**src/verilog/uart_irq_params.svh**
```systemverilog
`ifndef UART_IRQ_PARAMS_SVH
`define UART_IRQ_PARAMS_SVH
`define IDX_W 24
`define DMA_MODE0_IDX 24'hfffc14
`define DMA_MODE1_IDX 24'hfffc34
`define SER_CTRL_IDX 24'hffff82
`define TX_BUF_IDX 24'hffff83
`define SER_STAT_IDX 24'hffff84
`define RX_BUF_IDX 24'hffff85
`define IRQ_STAT_IDX 24'hffff88
`define IRQ_MASK_IDX 24'hffff89
`define CTRL_TXE_IE 7
`define CTRL_RX_IE 6
`define CTRL_TX_ON 5
`define CTRL_RX_ON 4
`define CTRL_TXD_IE 2
`define CTRL_RESET 8'h00
`define STAT_TX_EMPTY 7
`define STAT_RX_FULL 6
`define STAT_OVERRUN 5
`define STAT_TX_END 2
`define DMA_DONE_IE 8
`define DMA_DONE_FLAG 16
`define DMA_MODE_RESET 32'h00000000
`define IRQ_W 6
`define CNT_W 16
`define BIT_CYCLES_DEFAULT 1085
`endif

```
**src/verilog/uart_irq_pkg.sv**
```systemverilog
`include "uart_irq_params.svh"
package uart_irq_pkg;
  typedef enum logic [1:0] {LINE_IDLE, LINE_START, LINE_DATA, LINE_STOP} line_st_e;
  typedef struct packed {
    logic valid;
    logic [7:0] data;
  } rx_char_s;
  typedef struct packed {
    logic [1:0] dma_irq;
    logic rx_err_irq;
    logic rx_full_irq;
    logic tx_done_irq;
    logic tx_empty_irq;
  } irq_req_s;
  typedef struct packed {
    logic s1;
    logic s2;
    logic s3;
    logic level;
    line_st_e st;
    logic [`CNT_W-1:0] cnt;
    logic [2:0] bitn;
    logic [7:0] sh;
    rx_char_s out;
  } rx_state_s;
  typedef struct packed {
    logic [7:0] ctrl;
    logic [1:0][31:0] dma_mode;
    logic rx_full;
    logic overrun;
    logic rx_full_seen;
    logic overrun_seen;
    logic [7:0] rx_buf;
    logic [7:0] tx_buf;
    logic tx_empty;
    logic tx_end;
    line_st_e tx_st;
    logic [7:0] tx_sh;
    logic [`CNT_W-1:0] tx_cnt;
    logic [2:0] tx_bit;
    logic tx_line;
    logic [`IRQ_W-1:0] irq_stat;
    logic [`IRQ_W-1:0] irq_mask;
    irq_req_s req;
    logic irq;
    logic pready;
    logic pslverr;
    logic [31:0] prdata;
  } top_state_s;
endpackage
```
**src/verilog/rx_deserializer.sv**
```systemverilog
`timescale 1ns/1ps
`default_nettype none
`include "uart_irq_params.svh"
module rx_deserializer #(
  parameter int BIT_CYCLES = `BIT_CYCLES_DEFAULT
) (
  input wire logic pclk,
  input wire logic presetn,
  input wire logic rx_pin,
  output uart_irq_pkg::rx_char_s rx_char
);
  import uart_irq_pkg::*;

  localparam logic [`CNT_W-1:0] BIT_LAST = `CNT_W'(BIT_CYCLES - 1);
  localparam logic [`CNT_W-1:0] BIT_HALF = `CNT_W'(BIT_CYCLES / 2 - 1);
  localparam rx_state_s RX_RST = '{s1: 1'b1, s2: 1'b1, s3: 1'b1, level: 1'b1,
                                   st: LINE_IDLE, default: '0};

  rx_state_s q;
  rx_state_s d;

  // The line only counts as changed once the last two stages agree, so a
  // one-cycle glitch never starts a frame.
  always_comb begin
    d = q;
    d.out.valid = 1'b0;
    d.s1 = rx_pin;
    d.s2 = q.s1;
    d.s3 = q.s2;
    if (q.s2 == q.s3) begin
      d.level = q.s3;
    end
    case (q.st)
      LINE_IDLE: begin
        if (q.level && !d.level) begin
          d.st = LINE_START;
          d.cnt = BIT_HALF;
        end
      end
      LINE_START: begin
        if (q.cnt == '0) begin
          d.st = q.level ? LINE_IDLE : LINE_DATA;
          d.cnt = BIT_LAST;
          d.bitn = 3'd0;
        end else begin
          d.cnt = q.cnt - 1'b1;
        end
      end
      LINE_DATA: begin
        if (q.cnt == '0) begin
          d.sh = {q.level, q.sh[7:1]};
          d.cnt = BIT_LAST;
          d.bitn = q.bitn + 3'd1;
          if (q.bitn == 3'd7) begin
            d.st = LINE_STOP;
          end
        end else begin
          d.cnt = q.cnt - 1'b1;
        end
      end
      LINE_STOP: begin
        if (q.cnt == '0) begin
          d.st = LINE_IDLE;
          d.out.valid = q.level;
          d.out.data = q.sh;
        end else begin
          d.cnt = q.cnt - 1'b1;
        end
      end
      default: begin
        d.st = LINE_IDLE;
      end
    endcase
  end

  always_ff @(posedge pclk or negedge presetn) begin
    if (!presetn) begin
      q <= RX_RST;
    end else begin
      q <= d;
    end
  end

  assign rx_char = q.out;
endmodule
`default_nettype wire

```
**src/verilog/uart_irq_enable_status.sv**
```systemverilog
// The APB slave port was left to the implementer.
`timescale 1ns/1ps
`default_nettype none
`include "uart_irq_params.svh"
module uart_irq_enable_status #(
  parameter int BIT_CYCLES = `BIT_CYCLES_DEFAULT
) (
  input wire logic pclk,
  input wire logic presetn,
  input wire logic [31:0] paddr,
  input wire logic psel,
  input wire logic penable,
  input wire logic pwrite,
  input wire logic [31:0] pwdata,
  output logic [31:0] prdata,
  output logic pready,
  output logic pslverr,
  input wire logic rx_pin,
  output logic tx_pin,
  input wire logic [1:0] dma_done_evt,
  output uart_irq_pkg::irq_req_s irq_req,
  output logic irq
);
  import uart_irq_pkg::*;

  if (BIT_CYCLES < 4 || BIT_CYCLES > 65535) begin : g_bad_bit_cycles
    $error("BIT_CYCLES must lie between 4 and 65535");
  end

  localparam logic [`CNT_W-1:0] BIT_LAST = `CNT_W'(BIT_CYCLES - 1);
  localparam top_state_s TOP_RST = '{ctrl: `CTRL_RESET,
                                     dma_mode: {`DMA_MODE_RESET, `DMA_MODE_RESET},
                                     tx_empty: 1'b1, tx_end: 1'b1, tx_line: 1'b1,
                                     tx_st: LINE_IDLE, default: '0};

  top_state_s q;
  top_state_s d;
  rx_char_s rx_char;
  logic [`IDX_W-1:0] idx;
  logic access;
  logic wr;
  logic rd;
  logic hit;
  logic wr_stat;
  logic rd_stat;
  logic clr_rx_full;
  logic clr_overrun;
  logic [31:0] rdata;
  logic [`IRQ_W-1:0] req_new;
  logic [`IRQ_W-1:0] req_old;

  rx_deserializer #(
    .BIT_CYCLES(BIT_CYCLES)
  ) u_rx (
    .pclk(pclk),
    .presetn(presetn),
    .rx_pin(rx_pin),
    .rx_char(rx_char)
  );

  assign idx = paddr[`IDX_W+1:2];

  always_comb begin
    d = q;
    access = psel && penable && !q.pready;
    wr = psel && penable && q.pready && pwrite;
    rd = psel && penable && q.pready && !pwrite;

    hit = 1'b1;
    rdata = '0;
    if (paddr[31:`IDX_W+2] != '0 || paddr[1:0] != 2'b00) begin
      hit = 1'b0;
    end else begin
      case (idx)
        `SER_CTRL_IDX: begin
          rdata[7:0] = q.ctrl;
        end
        `SER_STAT_IDX: begin
          rdata[`STAT_TX_EMPTY] = q.tx_empty;
          rdata[`STAT_RX_FULL] = q.rx_full;
          rdata[`STAT_OVERRUN] = q.overrun;
          rdata[`STAT_TX_END] = q.tx_end;
        end
        `TX_BUF_IDX: begin
          rdata[7:0] = q.tx_buf;
        end
        `RX_BUF_IDX: begin
          rdata[7:0] = q.rx_buf;
        end
        `DMA_MODE0_IDX: begin
          rdata = q.dma_mode[0];
        end
        `DMA_MODE1_IDX: begin
          rdata = q.dma_mode[1];
        end
        `IRQ_STAT_IDX: begin
          rdata[`IRQ_W-1:0] = q.irq_stat;
        end
        `IRQ_MASK_IDX: begin
          rdata[`IRQ_W-1:0] = q.irq_mask;
        end
        default: begin
          hit = 1'b0;
        end
      endcase
    end

    // The answer is prepared one cycle into the access phase; read data are
    // taken from a register so the bus never sees a combinational path.
    d.pready = access;
    d.pslverr = access && !hit;
    if (access) begin
      d.prdata = (pwrite || !hit) ? '0 : rdata;
    end

    wr_stat = wr && hit && idx == `SER_STAT_IDX;
    rd_stat = rd && hit && idx == `SER_STAT_IDX;
    clr_rx_full = wr_stat && !pwdata[`STAT_RX_FULL] && q.rx_full_seen;
    clr_overrun = wr_stat && !pwdata[`STAT_OVERRUN] && q.overrun_seen;

    // Transmitter: a frame in progress always finishes, so dropping the
    // enable never leaves a torn character on the line.
    case (q.tx_st)
      LINE_IDLE: begin
        d.tx_line = 1'b1;
        if (q.ctrl[`CTRL_TX_ON] && !q.tx_empty) begin
          d.tx_sh = q.tx_buf;
          d.tx_empty = 1'b1;
          d.tx_st = LINE_START;
          d.tx_cnt = BIT_LAST;
          d.tx_line = 1'b0;
        end
      end
      LINE_START: begin
        if (q.tx_cnt == '0) begin
          d.tx_st = LINE_DATA;
          d.tx_cnt = BIT_LAST;
          d.tx_bit = 3'd0;
          d.tx_line = q.tx_sh[0];
        end else begin
          d.tx_cnt = q.tx_cnt - 1'b1;
        end
      end
      LINE_DATA: begin
        if (q.tx_cnt == '0) begin
          d.tx_cnt = BIT_LAST;
          d.tx_sh = {1'b1, q.tx_sh[7:1]};
          d.tx_bit = q.tx_bit + 3'd1;
          d.tx_line = q.tx_sh[1];
          if (q.tx_bit == 3'd7) begin
            d.tx_st = LINE_STOP;
            d.tx_line = 1'b1;
          end
        end else begin
          d.tx_cnt = q.tx_cnt - 1'b1;
        end
      end
      LINE_STOP: begin
        if (q.tx_cnt == '0) begin
          d.tx_st = LINE_IDLE;
          d.tx_end = q.tx_empty;
        end else begin
          d.tx_cnt = q.tx_cnt - 1'b1;
        end
      end
      default: begin
        d.tx_st = LINE_IDLE;
      end
    endcase

    if (wr && hit) begin
      case (idx)
        `SER_CTRL_IDX: begin
          d.ctrl = pwdata[7:0];
        end
        `TX_BUF_IDX: begin
          if (q.tx_empty) begin
            d.tx_buf = pwdata[7:0];
            d.tx_empty = 1'b0;
            d.tx_end = 1'b0;
          end
        end
        `DMA_MODE0_IDX: begin
          d.dma_mode[0] = pwdata;
          d.dma_mode[0][`DMA_DONE_FLAG] = q.dma_mode[0][`DMA_DONE_FLAG] &
                                          pwdata[`DMA_DONE_FLAG];
        end
        `DMA_MODE1_IDX: begin
          d.dma_mode[1] = pwdata;
          d.dma_mode[1][`DMA_DONE_FLAG] = q.dma_mode[1][`DMA_DONE_FLAG] &
                                          pwdata[`DMA_DONE_FLAG];
        end
        `IRQ_STAT_IDX: begin
          d.irq_stat = q.irq_stat & ~pwdata[`IRQ_W-1:0];
        end
        `IRQ_MASK_IDX: begin
          d.irq_mask = pwdata[`IRQ_W-1:0];
        end
        default: begin
          d.irq_mask = q.irq_mask;
        end
      endcase
    end

    // Flags only ever clear here; a 1 in the written data is simply ignored.
    if (clr_rx_full) begin
      d.rx_full = 1'b0;
      d.rx_full_seen = 1'b0;
    end
    if (clr_overrun) begin
      d.overrun = 1'b0;
      d.overrun_seen = 1'b0;
    end
    if (rd_stat && q.prdata[`STAT_RX_FULL]) begin
      d.rx_full_seen = 1'b1;
    end
    if (rd_stat && q.prdata[`STAT_OVERRUN]) begin
      d.overrun_seen = 1'b1;
    end

    // The receive enable gates only new characters; the flags and the buffer
    // are left alone when it drops.
    if (rx_char.valid && q.ctrl[`CTRL_RX_ON]) begin
      if (q.rx_full) begin
        d.overrun = 1'b1;
      end else begin
        d.rx_full = 1'b1;
        d.rx_buf = rx_char.data;
      end
    end

    for (int ch = 0; ch < 2; ch++) begin
      if (dma_done_evt[ch]) begin
        d.dma_mode[ch][`DMA_DONE_FLAG] = 1'b1;
      end
      d.req.dma_irq[ch] = d.dma_mode[ch][`DMA_DONE_FLAG] &
                          d.dma_mode[ch][`DMA_DONE_IE];
    end

    d.req.tx_empty_irq = d.tx_empty && d.ctrl[`CTRL_TXE_IE];
    d.req.tx_done_irq = d.tx_end && d.ctrl[`CTRL_TXD_IE];
    d.req.rx_full_irq = d.rx_full && d.ctrl[`CTRL_RX_IE];
    d.req.rx_err_irq = d.overrun && d.ctrl[`CTRL_RX_IE];

    // A request that rises in the cycle software clears its bit still lands.
    req_new = d.req;
    req_old = q.req;
    d.irq_stat = d.irq_stat | (req_new & ~req_old);
    d.irq = |(d.irq_stat & d.irq_mask);
  end

  always_ff @(posedge pclk or negedge presetn) begin
    if (!presetn) begin
      q <= TOP_RST;
    end else begin
      q <= d;
    end
  end

  assign prdata = q.prdata;
  assign pready = q.pready;
  assign pslverr = q.pslverr;
  assign tx_pin = q.tx_line;
  assign irq_req = q.req;
  assign irq = q.irq;
endmodule
`default_nettype wire

```
**config.mk**
```make
export PLATFORM = sky130hd
export DESIGN_NAME = uart_irq_enable_status
export DESIGN_NICKNAME = d
export VERILOG_FILES = /design/src/verilog/uart_irq_pkg.sv /design/src/verilog/rx_deserializer.sv /design/src/verilog/uart_irq_enable_status.sv
export VERILOG_INCLUDE_DIRS = /design/src /design/src/verilog
export SDC_FILE = /design/constraint.sdc
export NUM_CORES = 1
export LEC_CHECK = 0
export BUFFER_PORTS_ARGS = -buffer_cell sky130_fd_sc_hd__buf_2
export CAP_MARGIN = 20
export CELL_PAD_IN_SITES_DETAIL_PLACEMENT = 0
export CELL_PAD_IN_SITES_GLOBAL_PLACEMENT = 1
export CORE_MARGIN = 3
export CORE_UTILIZATION = 45
export DETAILED_ROUTE_END_ITERATION = 8
export PLACE_DENSITY_LB_ADDON = 0.1
export SLEW_MARGIN = 20
export SYNTH_ARGS = -nofsm -noshare
export SYNTH_HDL_FRONTEND = slang
export SYNTH_SLANG_ARGS = --single-unit
```
**constraint.sdc**
```tcl
create_clock -name pclk -period 3.7 [get_ports pclk]
set_input_delay 0.37 -clock pclk [delete_from_list [all_inputs] [get_ports pclk]]
set_output_delay 0.37 -clock pclk [all_outputs]
set_load 0.005 [all_outputs]
```
# Word-level counts from Yosys, hierarchy flattened
# Cells that the tools add are included.
[totals] reg_bits=219 latch_bits=0 ram_bits=0 mem_bits_ro=0 output_inout_bits=42 n_memories=0
[op_classes] add_sub_neg=4 multipliers=0 div_mod_pow=0 n_lt_le_gt_ge=0 n_eq_ne=29 shifts=0 mux=65 bitwise=11 reduce_logical=62
[ops] operator="$eq A24 B24 Y1 const B" count=8
[ops] operator="$mux W32" count=4
[ops] operator="$mux W72" count=1
[ops] operator="$pmux W18 S4" count=1
[ops] operator="$mux W16" count=4
[ops] operator="$pmux W16 S3" count=1
[ops] operator="$pmux W24 S2" count=1
[ops] operator="$logic_not A16 Y1" count=2
[ops] operator="$sub A16 B1 Y16 const B" count=2
[ops] operator="$pmux W2 S7" count=2
[ops] operator="$mux W26" count=1
[ops] operator="$logic_and A1 B1 Y1" count=23
[ops] operator="$mux W2" count=11
[ops] operator="$and A6 B6 Y6" count=3
[ops] operator="$mux W1" count=18
[ops] operator="$mux W18" count=1
[ops] operator="$mux W9" count=2
[ops] operator="$pmux W1 S8" count=2
[ops] operator="$pmux W8 S2" count=1
[ops] operator="$reduce_and A2 Y1" count=8
[ops] operator="$reduce_and A3 Y1" count=5
[ops] operator="$ne A2 B2 Y1 const B" count=7
[ops] operator="$mux W12" count=1
[ops] operator="$mux W6" count=2
[ops] operator="29 further kinds" count=60

# Longest topological paths before layout
[logic_depth] ltp_word=16 depth_mapped=10 mapped_depth_nobuf=9

# Hierarchy
# From an unflattened synthesis, not the netlist that was laid out.
[unflattened] hier_cells=950 hier_area_um2=10771.6
[modules_own_cells] mod="uart_irq_enable_status" instances=1 cells_each=734 area_each_um2=8545.7
[modules_own_cells] mod="rx_deserializer" instances=1 cells_each=216 area_each_um2=2225.9

# Least setup slack after synthesis
# No wires, ideal clock.
[synth_timing] kind="input to register" startpoint="input paddr[7]" endpoint="register q, in the netlist irq" setup_time_ns=0.133 arrival_time_ns=2.500 t_required_ns=3.567 path_slack_ns=1.068 path_stages=10 path_buffers=3 cell_sequence="buf_2 -> and4bb_1 -> nand4_4 -> or3_1 -> buf_2 -> or3_1 -> buf_2 -> mux2_4 -> a22oi_1 -> nand4b_1"
[synth_lines] element="start, declared" line_no="uart_irq_enable_status.sv:10" rtl="input wire logic [31:0] paddr,"
[synth_lines] element="end signal, assigned" line_no="uart_irq_enable_status.sv:254" rtl="q <= TOP_RST;"
[synth_lines] element="end signal, assigned" line_no="uart_irq_enable_status.sv:256" rtl="q <= d;"
[synth_lines] element="end, declared" line_no="uart_irq_enable_status.sv:36" rtl="top_state_s q;"

# Worst setup path after layout
[layout_timing] startpoint="register u_rx.q[20] (netlist name)" endpoint="register u_rx.q, in the netlist u_rx.rx_char[4]"
[layout_between] elab_chain_len=2
[layout_rtl] element="start, declared" line_no="rx_deserializer.sv:19" rtl="rx_state_s q;"
[layout_rtl] element="start signal, assigned" line_no="rx_deserializer.sv:78" rtl="q <= RX_RST;"
[layout_rtl] element="start signal, assigned" line_no="rx_deserializer.sv:80" rtl="q <= d;"
[layout_rtl] element="$logic_not A16 Y1" line_no="rx_deserializer.sv:62" rtl="if (q.cnt == '0) begin"
[layout_rtl] element="$reduce_and A2 Y1 (no source line)"
# Every way passes these cells.
# A chain may end at the register's enable or synchronous reset.

==> impl_results.md <==
- Worst setup margin: approximately 0.89 ns
- Global-route wire length before repair: between 30000 and 40000 microns
- Final Wtd Congestion: around 0.83
- Core area: roughly 22000 sq um
- Hold Fails Final Rpt: 0
- Via/cell ratio: approximately 5.5
- Clock skew: approximately 0.009 ns
- Cell Pwr Density: 499 nW/um^2
- Total Routing Usage GR: 19.9%
- Max-Cap Viols: 0
- Antenna viol nets, final: 0
- DIE HEIGHT: between 150 and 200 microns
- Reg2reg end: u_rx.rx_char[4]
- Syn_nets: between 1000 and 1500
- Crit path time final: approximately 2.8 ns
- HPWL Detailed: 16900 microns
- Synthesized area per cell: 11.2 sq um
- Crit path launch type: register
- RSZ-0062 raised after global routing: false
- I/O pin cnt: about 110
- Critical path capture point type: register
- Final Setup Violations: 0
- Async SR Flop Fraction: 100%
- Reg2Reg Depth: 7
- # rows: 54
- Avg WL per Cell: 18.5 microns
- Iteration-0 DRC Markers: between 300 and 400
- Post-synth EDFFs: 0
- P&R area growth vs syn: 14.5%
- R2r startpoint: u_rx.q[20]
- Die area: about 25000 sq um
- Total wire length: 24200 microns
- Min-Delay Path Class: in2reg
- Yosys warnings: 0
- Fmax: around 360 MHz
- Clk sinks: 219
- Post-CTS sizing: 0
- Leakage: roughly 0.0060 uW
- H-tree depth: 1
- Pre-Repair DR Iteration Count: 4
- Crit Path Category: reg2reg
- Synthesized area: just over 10000 sq um
- DR vias: a little over 7000
- Status: completed
- Worst EP required: about 4.1 ns
- Max Root-Sink Buffers: 3
- Port Buffers: around 110
- Initial antenna violation count: 4
- Pre-CTS setup slack: ~0.61 ns
- Hold Path End: q[150]
- Post-CTS Setup Bufs: 0
- Worst hold stages: 2
- Number of global-route vias before repair: roughly 7300
- Fin nets: 1098
- Reg2Reg Setup Slack: 0.89 ns
- CTS tree: yes
- Synth cell types: between 60 and 70
- Final period util: 76.0%
- Fin Setup TNS: 0 ns
- CTS Hold Bufs: 2
- Top_reg_cell synth: dfrtp_1
- Register area share after synthesis: ~53%
- Root Driver: clkbuf_16
- Initial Util: a little under half
- Yosys reg bits: 219
- Die Wd: ~160 microns
- Pin count of the biggest net entering global routing: 110
- Rel. slew slack: approximately two fifths
- DRC Markers: 0
- Clk_lat worst skew: between 0.5 and 0.6 ns
- Hold path startpoint: pwdata[13]
- Mapped Cells: roughly 900
- Max-slew violation count: 0
- Cts bufs inserted: 25
- Worst-path clk slew: approximately 0.06 ns
- Global route total overflow: 0
- Critical Path AT: about 3.2 ns
- Layout cells sized above 1: between 20% and 30%
- Worst-Margin Slew: 0.902 ns
- Worst vdd ir: between 400 and 500 uV
- Critical path fanouts, max: 10
-- per-layer routing --
| metal | track usage [%] | vias up | share of wire, % | wire, microns |
|---|---|---|---|---|
| li1 | - | 3457 | - | - |
| met2 | 30.9 | 160 | 44 | 10600 |
| met3 | 3.63 | 38 | 5.0 | 1210 |
| met5 | 0 | - | 0.11 | 27 |
| met4 | 4.50 | 4 | 2.4 | 574 |
| met1 | 29.3 | 3558 | 49 | 11800 |
-- critical path, stage by stage (launching register included) --
cell and delay, ns:
dfrtp_1 0.39, inv_1 0.09, ha_1 0.19, nor3b_1 0.39, nand3_1 0.32, nor3_2 0.52
nand2_1 0.41, mux2_2 0.38
-- worst max-delay path by stage --
stage | endpoint | startpoint | cells after the start | slack (ns)
after floorplan | irq | paddr[7] | 10 | 1.07
after global placement | irq | paddr[31] | 8 | 0.64
after detailed placement | irq | paddr[31] | 8 | 0.61
after CTS | u_rx.rx_char[4] | u_rx.q[20] | 7 | 0.88
after global routing | u_rx.q[30] | u_rx.q[20] | 8 | 0.56
final | u_rx.rx_char[4] | u_rx.q[20] | 7 | 0.89
-- cell families (layout without fill, tap and decap cells) --
group | Yosys count | count (layout) | share of synthesized area [%]
AOI/OAI and AO/OA | 157 | 157 | 9.47
xor gates and xnor gates | 8 | 8 | 0.678
adders and majority gates | 15 | 15 | 1.82
buffers and inverters | 100 | 202 | 5.06
DFF | 219 | 219 | 53.1
muxes | 160 | 160 | 16.8
other | 0 | 2 | 0
and+or+nand+nor | 268 | 268 | 13.1
-- area by class of cell --
type,count,area [sq um]
diodes,2,5.00
clock buffers,40,782
clock inverters,5,60.1
fillers,2008,10300
inverters,29,109
multi-input cells,608,4330
flip-flops and latches,219,5490
well taps,280,350
repair buffers,128,706
-- where the power goes --
group | total, uW | internal, uW | switching, uW | leakage, uW
sequential | 2580 | 2490 | 90.1 | 0.00299
combinational | 843 | 325 | 518 | 0.00255
clock | 2480 | 1510 | 969 | 0.000413
-- state kept, by name, summed over array words and instances (netlist names), named ones only --
| name | flops |
|---|---|
| pslverr | 1 |
| q | 135 |
| irq | 1 |
| u_rx.d | 2 |
| tx_pin | 1 |
| pready | 1 |
| u_rx.rx_char | 9 |
| u_rx.q | 30 |
| prdata | 32 |
| irq_req | 6 |
-- Yosys cell counts, types with 7 or more instances --
cell type,count,share of area [%]
or3_1,9,0.54
nor3_1,17,0.82
buf_1,7,0.25
o21ai_1,22,1.1
mux2_2,97,11
inv_1,29,1.1
o22ai_1,10,0.61
or4_1,9,0.65
mux2i_1,60,5.8
o21ai_0,38,1.8
dfstp_2,7,1.8
nand3_1,12,0.58
o22a_1,9,0.76
buf_4,38,2.8
clkbuf_1,22,0.80
nand2_1,77,2.8
a22o_1,7,0.59
ha_1,15,1.8
dfrtp_1,212,51
a21oi_1,34,1.6
and2_1,10,0.61
nor2_1,78,2.8
-- cell usage in the layout, fill, tap and decap left out, drive strengths merged, types with 5 or more instances in the layout --
cell      n
a211oi    5
inv      31
a21oi    34
xnor2     5
a22o      7
and3      5
nand3    12
nor4      6
and2     10
mux2i    60
buf     126
nor2     78
dfstp     7
ha       15
dfrtp   212
or3       9
o22ai    10
mux2    100
o22a      9
nor3     19
clkbuf   40
and4      6
nand2b    6
or4       9
o21ai    60
or2       6
nand2    77
nand4     7
-- per-stage QoR --
stage | cell area, sq um | utilization (%) | power [uW] | instances | hold WS (ns)
3_3_place_gp | 11000 | 49.5 | 3480 | 1262 | 0.367
5_1_grt | 11800 | 53.4 | 6210 | 1311 | 0.0815
3_5_place_dp | 11000 | 49.5 | 3470 | 1262 | 0.361
4_1_cts | 11800 | 53.4 | 5990 | 1309 | 0.0739
2_1_floorplan | 10300 | - | 3190 | 927 | 0.0744
6_report | 11800 | 53.4 | 5910 | 1311 | 0.0978
(Power assumes the default switching activity.)
